### config.mk
export PLATFORM = sky130hd
export DESIGN_NAME = mdfs_supervisor
export DESIGN_NICKNAME = d
export VERILOG_FILES = /design/src/common/mdfs_pkg.sv /design/src/logic/mdfs_supervisor.sv
export VERILOG_INCLUDE_DIRS = /design/src /design/src/common
export SDC_FILE = /design/constraint.sdc
export NUM_CORES = 1
export LEC_CHECK = 0
export ABC_CLOCK_PERIOD_IN_PS = 2750
export BUFFER_PORTS_ARGS = -buffer_cell sky130_fd_sc_hd__buf_2
export CAP_MARGIN = 25
export CORE_ASPECT_RATIO = 0.7
export CORE_UTILIZATION = 40
export DETAILED_ROUTE_END_ITERATION = 16
export GPL_ROUTABILITY_DRIVEN = 1
export PLACE_DENSITY = 0.6
export SLEW_MARGIN = 30
export SYNTH_ARGS = -nofsm -noshare
export SYNTH_HDL_FRONTEND = slang
export SYNTH_SLANG_ARGS = --single-unit
### constraint.sdc
create_clock -name clk -period 2.75 [get_ports clk]
set_input_delay 0.4125 -clock clk [delete_from_list [all_inputs] [get_ports clk]]
set_output_delay 0.4125 -clock clk [all_outputs]
set_load 0.02 [all_outputs]
### src/common/mdfs_regs.svh
// constants for the motor drive fault supervisor
`ifndef MDFS_REGS_SVH
`define MDFS_REGS_SVH
`define MDFS_FLAG_OC 0
`define MDFS_FLAG_OV 1
`define MDFS_FLAG_UV 2
`define MDFS_FLAG_OT 3
`define MDFS_FLAG_WB 4
`define MDFS_NFLAGS 5
`define MDFS_RELOAD_DIV 3'h4
`define MDFS_UV_COUNT 8'h08
`define MDFS_OT_COUNT 8'h08
`define MDFS_IND_PERIOD 16'h1388
`define MDFS_RAMP_PERIOD 16'h2710
`define MDFS_PWM_MODULUS 16'h0271
`endif

### src/common/mdfs_pkg.sv
// types for the motor drive fault supervisor
package mdfs_pkg;
    typedef enum logic [1:0] {
        MDFS_IDENT = 2'b00,
        MDFS_RUN = 2'b01,
        MDFS_HALT = 2'b11
    } mdfs_state_type;

    typedef struct packed {
        logic [11:0] busVoltage;
        logic [11:0] busCurrent;
        logic [11:0] moduleTemp;
    } mdfs_scan_type;

    typedef struct packed {
        logic [11:0] underVoltLimit;
        logic [11:0] overTempLimit;
        logic [11:0] brakeHighLimit;
        logic [11:0] brakeLowLimit;
    } mdfs_limits_type;
endpackage

### src/logic/mdfs_supervisor.sv
// fault supervision, pwm timebase and periodic ticks for the motor drive
`timescale 1ns/1ps
`include "mdfs_regs.svh"

module mdfs_supervisor
    import mdfs_pkg::*;
#(
    parameter logic [15:0] PWM_MODULUS = `MDFS_PWM_MODULUS,
    parameter logic [7:0] UV_COUNT = `MDFS_UV_COUNT,
    parameter logic [7:0] OT_COUNT = `MDFS_OT_COUNT,
    parameter logic [15:0] IND_PERIOD = `MDFS_IND_PERIOD,
    parameter logic [15:0] RAMP_PERIOD = `MDFS_RAMP_PERIOD
) (
    // clock and reset
    input wire logic clk,
    input wire logic arst_n,
    // power stage fault pins, asynchronous
    input wire logic overcurrentFaultInput,
    input wire logic overvoltageFaultInput,
    // board identification result
    input wire logic identDone,
    input wire logic identMatch,
    // adc scan
    input wire logic scanDone,
    input wire mdfs_scan_type scan,
    input wire mdfs_limits_type limits,
    // duty values from waveform math
    input wire logic [15:0] dutyA,
    input wire logic [15:0] dutyB,
    input wire logic [15:0] dutyC,
    // outputs
    output logic [5:0] inverterDriveOutputs,
    output logic [4:0] driveFaultFlags,
    output logic faultIndicator,
    output logic runIndicator,
    output logic brakeOn,
    output logic reloadEvent,
    output logic adcStart,
    output logic indicatorTick,
    output logic rampTick,
    output logic watchdogSupervisorEnable,
    output logic lowSupplyDetectorEnable
);
    // refuse settings the counters cannot serve
    if (PWM_MODULUS < 16'h0002 || UV_COUNT == 8'h00 || OT_COUNT == 8'h00 ||
        IND_PERIOD == 16'h0000 || RAMP_PERIOD == 16'h0000) begin : g_param_check
        $error("mdfs_supervisor: parameter out of range");
    end

    function automatic logic [15:0] wrapInc(input logic [15:0] v, input logic [15:0] top);
        wrapInc = (v >= top - 16'h0001) ? 16'h0000 : v + 16'h0001;
    endfunction

    // pin synchronisers
    logic [1:0] ocSync_q, ovSync_q;
    logic ocPrev_q, ovPrev_q;
    always_ff @(posedge clk or negedge arst_n) begin
        if (!arst_n) begin
            ocSync_q <= 2'b00;
            ovSync_q <= 2'b00;
            ocPrev_q <= 1'b0;
            ovPrev_q <= 1'b0;
        end else begin
            ocSync_q <= {ocSync_q[0], overcurrentFaultInput};
            ovSync_q <= {ovSync_q[0], overvoltageFaultInput};
            ocPrev_q <= ocSync_q[1];
            ovPrev_q <= ovSync_q[1];
        end
    end
    logic ocEdge, ovEdge;
    // rising edge of the synchronised pin picks which flag a fault event sets
    assign ocEdge = ocSync_q[1] & ~ocPrev_q;
    assign ovEdge = ovSync_q[1] & ~ovPrev_q;

    // persistence counters on each scan
    logic [7:0] uvCnt_q, otCnt_q;
    logic uvLow, otHigh, uvHit, otHit;
    assign uvLow = scan.busVoltage < limits.underVoltLimit;
    assign otHigh = scan.moduleTemp > limits.overTempLimit;
    assign uvHit = scanDone && uvLow && (uvCnt_q + 8'h01 >= UV_COUNT);
    assign otHit = scanDone && otHigh && (otCnt_q + 8'h01 >= OT_COUNT);
    always_ff @(posedge clk or negedge arst_n) begin
        if (!arst_n) begin
            uvCnt_q <= 8'h00;
            otCnt_q <= 8'h00;
        end else if (scanDone) begin
            uvCnt_q <= uvLow ? ((uvCnt_q == 8'hff) ? uvCnt_q : uvCnt_q + 8'h01) : 8'h00;
            otCnt_q <= otHigh ? ((otCnt_q == 8'hff) ? otCnt_q : otCnt_q + 8'h01) : 8'h00;
        end
    end

    // application state
    mdfs_state_type state_q;
    logic [4:0] driveFaultFlags_d;
    logic wrongBoard;
    assign wrongBoard = (state_q == MDFS_IDENT) && identDone && !identMatch;
    always_ff @(posedge clk or negedge arst_n) begin
        if (!arst_n) begin
            state_q <= MDFS_IDENT;
        end else begin
            case (state_q)
                MDFS_IDENT: state_q <= identDone ? (identMatch ? MDFS_RUN : MDFS_HALT) : MDFS_IDENT;
                MDFS_RUN: state_q <= (|driveFaultFlags_d) ? MDFS_HALT : MDFS_RUN;
                MDFS_HALT: state_q <= MDFS_HALT; // only reset leaves
                default: state_q <= MDFS_HALT;
            endcase
        end
    end

    // sticky flags
    always_comb begin
        driveFaultFlags_d = driveFaultFlags;
        if (ocEdge) driveFaultFlags_d[`MDFS_FLAG_OC] = 1'b1;
        if (ovEdge) driveFaultFlags_d[`MDFS_FLAG_OV] = 1'b1;
        if (uvHit) driveFaultFlags_d[`MDFS_FLAG_UV] = 1'b1;
        if (otHit) driveFaultFlags_d[`MDFS_FLAG_OT] = 1'b1;
        if (wrongBoard) driveFaultFlags_d[`MDFS_FLAG_WB] = 1'b1;
    end
    always_ff @(posedge clk or negedge arst_n) begin
        if (!arst_n) driveFaultFlags <= 5'h00;
        else driveFaultFlags <= driveFaultFlags_d;
    end

    logic pwmEnable;
    // disable is combinational off the edge so the gates close at once
    assign pwmEnable = (state_q == MDFS_RUN) && !(|driveFaultFlags_d);

    // centre-aligned up/down counter
    logic [15:0] pwmCnt_q;
    logic pwmDown_q;
    logic [2:0] periodCnt_q;
    logic periodEnd;
    assign periodEnd = pwmDown_q && (pwmCnt_q == 16'h0001);
    always_ff @(posedge clk or negedge arst_n) begin
        if (!arst_n) begin
            pwmCnt_q <= 16'h0000;
            pwmDown_q <= 1'b0;
        end else if (pwmDown_q) begin
            pwmCnt_q <= pwmCnt_q - 16'h0001;
            pwmDown_q <= (pwmCnt_q != 16'h0001);
        end else begin
            pwmCnt_q <= pwmCnt_q + 16'h0001;
            pwmDown_q <= (pwmCnt_q + 16'h0001 == PWM_MODULUS);
        end
    end
    always_ff @(posedge clk or negedge arst_n) begin
        if (!arst_n) begin
            periodCnt_q <= 3'h0;
            reloadEvent <= 1'b0;
        end else begin
            reloadEvent <= 1'b0;
            if (periodEnd) begin
                if (periodCnt_q == `MDFS_RELOAD_DIV - 3'h1) begin
                    periodCnt_q <= 3'h0;
                    reloadEvent <= 1'b1;
                end else begin
                    periodCnt_q <= periodCnt_q + 3'h1;
                end
            end
        end
    end

    // duty shadow loads on reload, adc start one cycle later
    logic [15:0] dutyA_q, dutyB_q, dutyC_q;
    always_ff @(posedge clk or negedge arst_n) begin
        if (!arst_n) begin
            dutyA_q <= 16'h0000;
            dutyB_q <= 16'h0000;
            dutyC_q <= 16'h0000;
            adcStart <= 1'b0;
        end else begin
            adcStart <= reloadEvent && (state_q == MDFS_RUN);
            if (reloadEvent) begin
                dutyA_q <= dutyA;
                dutyB_q <= dutyB;
                dutyC_q <= dutyC;
            end
        end
    end
    logic [2:0] phaseHigh_q;
    always_ff @(posedge clk or negedge arst_n) begin
        if (!arst_n) phaseHigh_q <= 3'b000;
        else phaseHigh_q <= {pwmCnt_q < dutyC_q, pwmCnt_q < dutyB_q, pwmCnt_q < dutyA_q};
    end
    // complementary pairs, positive polarity, forced low when disabled
    assign inverterDriveOutputs = pwmEnable ?
        {~phaseHigh_q[2], phaseHigh_q[2], ~phaseHigh_q[1], phaseHigh_q[1],
         ~phaseHigh_q[0], phaseHigh_q[0]} : 6'h00;

    // brake hysteresis
    always_ff @(posedge clk or negedge arst_n) begin
        if (!arst_n) brakeOn <= 1'b0;
        else if (scanDone && scan.busVoltage > limits.brakeHighLimit) brakeOn <= 1'b1;
        else if (scanDone && scan.busVoltage < limits.brakeLowLimit) brakeOn <= 1'b0;
    end

    // periodic ticks
    logic [15:0] indCnt_q, rampCnt_q;
    always_ff @(posedge clk or negedge arst_n) begin
        if (!arst_n) begin
            indCnt_q <= 16'h0000;
            rampCnt_q <= 16'h0000;
            indicatorTick <= 1'b0;
            rampTick <= 1'b0;
        end else begin
            indCnt_q <= wrapInc(indCnt_q, IND_PERIOD);
            rampCnt_q <= wrapInc(rampCnt_q, RAMP_PERIOD);
            indicatorTick <= (indCnt_q == IND_PERIOD - 16'h0001);
            rampTick <= (rampCnt_q == RAMP_PERIOD - 16'h0001);
        end
    end

    // indicators
    always_ff @(posedge clk or negedge arst_n) begin
        if (!arst_n) begin
            faultIndicator <= 1'b0;
            runIndicator <= 1'b0;
        end else begin
            faultIndicator <= (|driveFaultFlags_d) || (state_q == MDFS_HALT);
            runIndicator <= (state_q == MDFS_RUN) && !(|driveFaultFlags_d);
        end
    end

    assign watchdogSupervisorEnable = 1'b0;
    assign lowSupplyDetectorEnable = 1'b0;

    property p_oc_disable;
        @(posedge clk) disable iff (!arst_n)
        ocEdge |-> (inverterDriveOutputs == 6'h00) ##1 driveFaultFlags[`MDFS_FLAG_OC];
    endproperty
    a_oc_disable: assert property (p_oc_disable) else $error("oc edge not handled");
    property p_ov_disable;
        @(posedge clk) disable iff (!arst_n)
        ovEdge |-> (inverterDriveOutputs == 6'h00) ##1 driveFaultFlags[`MDFS_FLAG_OV];
    endproperty
    a_ov_disable: assert property (p_ov_disable) else $error("ov edge not handled");
    property p_uv_flag;
        @(posedge clk) disable iff (!arst_n)
        uvHit |=> driveFaultFlags[`MDFS_FLAG_UV] && inverterDriveOutputs == 6'h00;
    endproperty
    a_uv_flag: assert property (p_uv_flag) else $error("uv not flagged");
    property p_ot_flag;
        @(posedge clk) disable iff (!arst_n)
        otHit |=> driveFaultFlags[`MDFS_FLAG_OT] && inverterDriveOutputs == 6'h00;
    endproperty
    a_ot_flag: assert property (p_ot_flag) else $error("ot not flagged");
    property p_wrong_board;
        @(posedge clk) disable iff (!arst_n)
        wrongBoard |=> driveFaultFlags[`MDFS_FLAG_WB] && state_q == MDFS_HALT;
    endproperty
    a_wrong_board: assert property (p_wrong_board) else $error("wrong board not halted");
    property p_flags_sticky;
        @(posedge clk) disable iff (!arst_n)
        |driveFaultFlags |=> (driveFaultFlags & $past(driveFaultFlags)) == $past(driveFaultFlags);
    endproperty
    a_flags_sticky: assert property (p_flags_sticky) else $error("flag cleared");
    property p_halt_quiet;
        @(posedge clk) disable iff (!arst_n)
        state_q == MDFS_HALT |-> inverterDriveOutputs == 6'h00 ##1 faultIndicator;
    endproperty
    a_halt_quiet: assert property (p_halt_quiet) else $error("halt not quiet");
    property p_adc_after_reload;
        @(posedge clk) disable iff (!arst_n)
        adcStart |-> $past(reloadEvent) && dutyA_q == $past(dutyA);
    endproperty
    a_adc_after_reload: assert property (p_adc_after_reload) else $error("adc start unordered");
    property p_adc_run;
        @(posedge clk) disable iff (!arst_n)
        adcStart |-> $past(state_q) == MDFS_RUN;
    endproperty
    a_adc_run: assert property (p_adc_run) else $error("adc start outside run");
    property p_brake;
        @(posedge clk) disable iff (!arst_n)
        scanDone && scan.busVoltage > limits.brakeHighLimit |=> brakeOn;
    endproperty
    a_brake: assert property (p_brake) else $error("brake not on");
    property p_complement;
        @(posedge clk) disable iff (!arst_n)
        pwmEnable |-> inverterDriveOutputs[0] != inverterDriveOutputs[1] &&
            inverterDriveOutputs[2] != inverterDriveOutputs[3] &&
            inverterDriveOutputs[4] != inverterDriveOutputs[5];
    endproperty
    a_complement: assert property (p_complement) else $error("pair not complementary");
endmodule

==> results.toml, run 1 <==
[placed_design]
dp_hpwl_um = 14600
dp_cells = 1317
dp_slack_ns = -0.238
io_buffers = 144
place_congestion = 0.818
post_dp_cell_area_sq_um = 9630

[cells_and_area]
fill_cells = 1879
fin_cells = 1357
final-seq-area_sq_um = 3480
area_delta_synth_final_pct = 23.7
fin_area_sq_um = 10400
final_util_pct = 51.4
fin_nets = 1314
multi_input_comb_area_sq_um = 4470
layout-drive-gt1-share_pct = 22.8

[setup_path]
cp_cell_sequence = "nor2_1 -> a21o_1 -> or4_4 -> or3b_4 -> a2111oi_4 -> buf_6 -> and2b_1 -> buf_6"
startpoint = "state_q[1]$_DFF_PN0_"
reg2reg_to = "pwmDown_q$_DFF_PN0_"
reg2reg_slack_ns = 0.62
cp.required_ns = 2.34
cpMaxStageDelayCell = "or4_4"
critical_path.most_common_cell = "buf_6"
worstSetupStartpointType = "register"
path_max_fanout = 7
cp-end-kind = "output port"
worstSetupPathType = "reg -> out"
slowest_delay_ns = 0.51
worst_ep_arrival_time_ns = 2.54
cp-endpoint = "inverterDriveOutputs[3]"
worstRegToRegCells = 6
r2r-start = "pwmCnt_q[0]$_DFF_PN0_"

[floorplan]
die_h_um = 123
rows = 43
dieArea_sq_um = 21500
top_level_ports = 159
core_sq_um = 20200
die_w_um = 175
initial_core_util_pct = 41.6

[power_and_ir_drop]
power_density_nw_per_um2 = 468
vdd_ir_drop_max_uv = 446
p_leak_nw = 5.61
power_mw = 4.86

[synth]
synth_commonest_cells = "dfrtp_1, inv_1, ha_1, nand2_1, nor2_1"
synth_edf_count = 0
async_flop_share_pct = 100
yosysSeqAreaShare_pct = 41.5
syn-instance-count = 892
synth_ff_type = "dfrtp_1"
synth_area_leader_cell = "dfrtp_1"
syn_area_per_cell_sq_um = 9.40
ys_seq_elements = 139
synth_most_common_cell = "dfrtp_1"
yosysTopAreaCellShare_pct = 41.5
synth_cell_types = 67
synthTopCellsByArea = "dfrtp_1, ha_1, inv_1"
synth_area_sq_um = 8380
yosys_warnings = 0

[timing]
period_minus_slack_ns = 2.95
finClkSkew_ns = 0.00902
slew_violations = 0
worst_pin_slew_ns = 0.627
finalSetupTns_ns = -1.15
hold_viol = 0
max_freq_mhz = 339
fin_hold_ws_ns = 0.0983
fin_crit_sh_pct = 107
rsz0062_at_grt = "true"
max_slew_margin_pct = 58.2
setup_viol = 6
fin_ws_ns = -0.199

[drt]
drcViolationCount = 0
antenna_left = 0
num_vias = 6805
wl_um = 19300
drt_iter0_markers = 341
wl_per_cell_um = 14.2
drtPass1Iterations = 5
vias_per_cell = 5.01

[clock_tree]
cts.root.buffer_cell = "clkbuf_16"
worstSkewPairLatency_ns = 0.42
cts_sinks = 139
cts_tree = "done"
htreeDepth = 4
clk_pin_slew_worst_paths_ns = 0.06
cts_buffers = 17
clock_path_buffers = 2

[outcome]
failed_checks = "negative setup slack"
outcome = "finished, violations left"

[global_routing]
grtUsageTotal_pct = 18.7
grt_overflow_total = 0
grt_pass1_wl_um = 31500
grt_max_degree = 68
grt_pass1_vias = 6244
antenna_found_initial = 0

[min_path]
holdCritPathClass = "in -> reg"

[job]
cap_violations = 0
-- final cells by class --
type	instances	area share, %
Tap cell	270	3.26
Clock buffer	24	4.94
Multi-Input combinational cell	626	43.1
Inverter	104	3.76
Sequential cell	139	33.6
Antenna cell	1	0.0241
Timing Repair Buffer	186	10.7
Clock inverter	7	0.603
-- sequential cells by signal, summed over array words and instances, names as in the netlist, 2 cells and up --
name,count
driveFaultFlags,5
indCnt_q,16
periodCnt_q,3
otCnt_q,8
pwmCnt_q,16
state_q,2
uvCnt_q,8
dutyC_q,16
rampCnt_q,16
ovSync_q,2
ocSync_q,2
dutyB_q,16
dutyA_q,16
phaseHigh_q,3
-- cells in the final DEF, fill, tap and decap left out, types with 8 or more instances in the layout --
cell,n
xor2_1,20
buf_2,137
and3_1,11
buf_4,38
dfrtp_1,135
ha_1,99
xnor2_1,23
nand3_1,25
a211oi_1,9
a21o_1,41
buf_6,8
nor3_1,13
nor4_1,11
nand2_1,79
a21oi_1,31
o21ai_0,55
nor2_1,63
inv_1,104
nand4_1,22
clkbuf_16,17
-- worst min-delay path by stage --
stage	start	slack, ns	depth (start not counted)	endpoint
final	overvoltageFaultInput	0.1	1	ovSync_q[0]$_DFF_PN0_
after global routing	overcurrentFaultInput	0.08	1	ocSync_q[0]$_DFF_PN0_
after CTS	overcurrentFaultInput	0.08	1	ocSync_q[0]$_DFF_PN0_
after detailed placement	ocSync_q[0]$_DFF_PN0_	0.34	0	ocSync_q[1]$_DFF_PN0_
after global placement	ocSync_q[0]$_DFF_PN0_	0.33	0	ocSync_q[1]$_DFF_PN0_
after floorplan	arst_n	0.12	0	adcStart$_DFF_PN0_
-- what timing repair did --
item,in CTS,in global routing
buffers inserted,1,7
endpoints found under the setup margin,6,6
hold endpoints to repair,2,0
pin swaps,10,4
hold buffers,1,0
gates resized for setup,21,7
-- critical path: cells and delay by family, from the launching register on --
family                 cells  cell delay [ns]
AO/OA/AOI/OAI              2             0.37
buffers and inverters      2             0.30
AND/OR/NAND/NOR            4             1.10
flip-flops                 1             0.34
-- logic make-up after synthesis --
family	Yosys count	share of synthesized area, %
adders and majority gates	101	15.1
other	1	0.0447
DFF	139	41.5
xor gates and xnor gates	43	4.49
AOI/OAI and AO/OA	193	15.6
buffers and inverters	133	6.09
muxes	6	0.806
and+or+nand+nor	276	16.4
-- per-layer routing --
metal / wire, um / part of all wire, % / track usage, % / vias to the layer above
met5: 0 / 0 / 0 / -
met4: 141 / 0.73 / 4.08 / 0
met3: 726 / 3.8 / 4.21 / 13
met2: 7970 / 41 / 26.6 / 123
met1: 10500 / 54 / 28.6 / 3182
li1: - / - / - / 3487
-- report_power, final --
part	internal, mW	switching, mW
sequential	2.09	0.0404
combinational	0.239	0.267
clock	1.37	0.844
total	3.70	1.15
Note: power is estimated with default switching activity, not from simulation.
==> run 2: changes to the inputs <==
- ABC_AREA: not set -> 1
==> run 2 against run 1 <==
The flow now finishes without violations. Maximum frequency is 8.8% higher. Critical path depth rose by 4. Routed wire length rose by 4.6%.
==> results.toml, run 2 <==
[timing]
finalSetupTns_ns = 0
period_minus_slack_ns = 2.71
slew_violations = 0
finClkSkew_ns = 0.00933
max_freq_mhz = 369
fin_crit_sh_pct = 98.5
worst_pin_slew_ns = 0.573
rsz0062_at_grt = "true"
hold_viol = 0
max_slew_margin_pct = 61.8
setup_viol = 0

[clock_tree]
cts_tree = "done"
clock_path_buffers = 2
clk_pin_slew_worst_paths_ns = 0.06
cts_buffers = 17
cts_sinks = 139
cts.root.buffer_cell = "clkbuf_16"
worstSkewPairLatency_ns = 0.43
htreeDepth = 4

[synth]
syn-instance-count = 1096
yosysSeqAreaShare_pct = 40.0
async_flop_share_pct = 100
synth_ff_type = "dfrtp_1"
synth_most_common_cell = "nand2_1"
synth_cell_types = 45
synth_edf_count = 0
synth_commonest_cells = "nand2_1, inv_1, dfrtp_1, ha_1, nor2_1"
syn_area_per_cell_sq_um = 7.93
yosysTopAreaCellShare_pct = 40.0
ys_seq_elements = 139
synthTopCellsByArea = "dfrtp_1, ha_1, nand2_1"
synth_area_leader_cell = "dfrtp_1"
yosys_warnings = 0
synth_area_sq_um = 8690

[setup_path]
cp-end-kind = "output port"
startpoint = "uvCnt_q[1]$_DFFE_PN0P_"
worstSetupPathDepth = 12
worstSetupPathType = "reg -> out"
cp-endpoint = "inverterDriveOutputs[5]"
worstRegToRegCells = 9
reg2reg_to = "pwmCnt_q[15]$_DFF_PN0_"
crit_family = "simple AND/OR/NAND/NOR gates"
worst_ep_arrival_time_ns = 2.30
cp_cell_sequence = "ha_4 -> nand2_1 -> nor2_1 -> nand2_1 -> nand2_2 -> nand2_2 -> nor2_4 -> o21bai_4 -> nor2_4 -> nand3_4 -> nor2_2 -> buf_6"
path_max_fanout = 7
slowest_delay_ns = 0.43
worstSetupStartpointType = "register"
reg2reg_slack_ns = 0.77
cp.required_ns = 2.34
r2r-start = "pwmCnt_q[2]$_DFF_PN0_"
cpMaxStageDelayCell = "dfrtp_1"
critPathBufInv = 1

[power_and_ir_drop]
p_int_mw = 3.60
vdd_ir_drop_max_uv = 342
switching_share_pct = 25.5
power_frac_seq_pct = 44.0
p_comb_share_pct = 10.2
p_sw_mw = 1.23
power_density_nw_per_um2 = 455
p_leak_nw = 5.66
clock_power_share_pct = 45.8

[floorplan]
core_sq_um = 21000
dieArea_sq_um = 22300
rows = 44
die_w_um = 178
initial_core_util_pct = 41.3
die_h_um = 125
top_level_ports = 159

[drt]
vias_per_cell = 4.76
antenna_left = 0
drt_iter0_markers = 424
drcViolationCount = 0
wl_um = 20200
num_vias = 7380
wl_per_cell_um = 13.0
drtPass1Iterations = 4

[placed_design]
place_congestion = 0.836
io_buffers = 144
dp_cells = 1505
post_dp_cell_area_sq_um = 9750
dp_hpwl_um = 15400

[global_routing]
grtUsageTotal_pct = 19.0
grt_pass1_wl_um = 33500
antenna_found_initial = 0
grt_max_degree = 63
grt_overflow_total = 0
grt_pass1_vias = 7005

[cells_and_area]
fin_nets = 1503
fin_area_sq_um = 10600
fin_cells = 1552
final_cell_mix = "nand2_1, inv_1, buf_2"
diodes = 0
area_delta_synth_final_pct = 22.2
layout_commonest_cell = "nand2_1"
final_util_pct = 50.5
layout-drive-gt1-share_pct = 19.4

[job]
cap_violations = 0

[min_path]
holdCritPathClass = "in -> reg"

[outcome]
outcome = "finished clean"
[run 2: cell count changes after synthesis, sizes merged, moves of 19 or more]
cell   delta
a21oi    +22
nand3    +26
inv      +84
nand2   +159
xnor2    -19
a21o     -41
o21ai    +26
nor2     +38
[run 2: per-stage QoR]
stage / total power [mW] / hold WS (ns) / setup slack (ns)
6_report: 4.83 / 0.100 / 0.0401
5_1_grt: 5.04 / 0.0844 / -0.0678
4_1_cts: 4.85 / 0.0838 / 0.00446
3_5_place_dp: 2.60 / 0.342 / 0.184
3_3_place_gp: 2.59 / 0.334 / 0.200
2_1_floorplan: 2.38 / 0.117 / 0.619
[run 2: cell type report]
class                           count  area, sq um
Tap cell                          276          345
Sequential cell                   139         3480
Fill cell                        2041        10400
Clock inverter                     12          115
Inverter                          189          709
Timing Repair Buffer              166          945
Clock buffer                       20          457
Multi-Input combinational cell    750         4570
[run 2: timing repair]
action / CTS / global route
gates resized for setup: 2 / 49
hold buffers: 1 / 0
endpoints found under the hold margin: 55 / 0
setup endpoints to repair: 6 / 6
pin swaps: 1 / 25
setup buffers: 4 / 10
[run 2: power by group through the flow]
| stage | Combinational, mW | Clock, mW | Sequential, mW |
|---|---|---|---|
| after global placement | 0.434 | 0 | 2.15 |
| after floorplan | 0.215 | 0 | 2.16 |
| after global routing | 0.565 | 2.35 | 2.13 |
| final | 0.493 | 2.21 | 2.12 |
| after detailed placement | 0.442 | 0 | 2.16 |
| after CTS | 0.468 | 2.27 | 2.11 |
[run 2: worst min-delay path by stage]
stage / startpoint / to / slack, ns / cells past startpoint
finish: overcurrentFaultInput / ocSync_q[0]$_DFF_PN0_ / 0.10 / 1
global route: overcurrentFaultInput / ocSync_q[0]$_DFF_PN0_ / 0.08 / 1
CTS: overcurrentFaultInput / ocSync_q[0]$_DFF_PN0_ / 0.08 / 1
detailed placement: ovSync_q[0]$_DFF_PN0_ / ovSync_q[1]$_DFF_PN0_ / 0.34 / 0
global placement: ovSync_q[0]$_DFF_PN0_ / ovSync_q[1]$_DFF_PN0_ / 0.33 / 0
floorplan: arst_n / adcStart$_DFF_PN0_ / 0.12 / 0
[run 2: cell families (layout without fill, tap and decap cells)]
group,count (synthesis),count (layout),synth area share [%]
AND/OR/NAND/NOR,444,444,22.4
buffers and inverters,213,387,9.38
AO/OA/AOI/OAI,175,175,11.2
flip-flops,139,139,40.0
adder cells (fa/ha/maj),101,101,14.5
XOR/XNOR,20,20,2.01
multiplexers,3,3,0.360
other,1,7,0.0431
[run 2: layer usage]
metal	track usage [%]	wire length [um]	up-vias
met5	0	0	-
met4	4.64	222	0
met3	3.86	785	20
met2	28.2	8470	130
met1	28.3	10700	3346
li1	-	-	3884
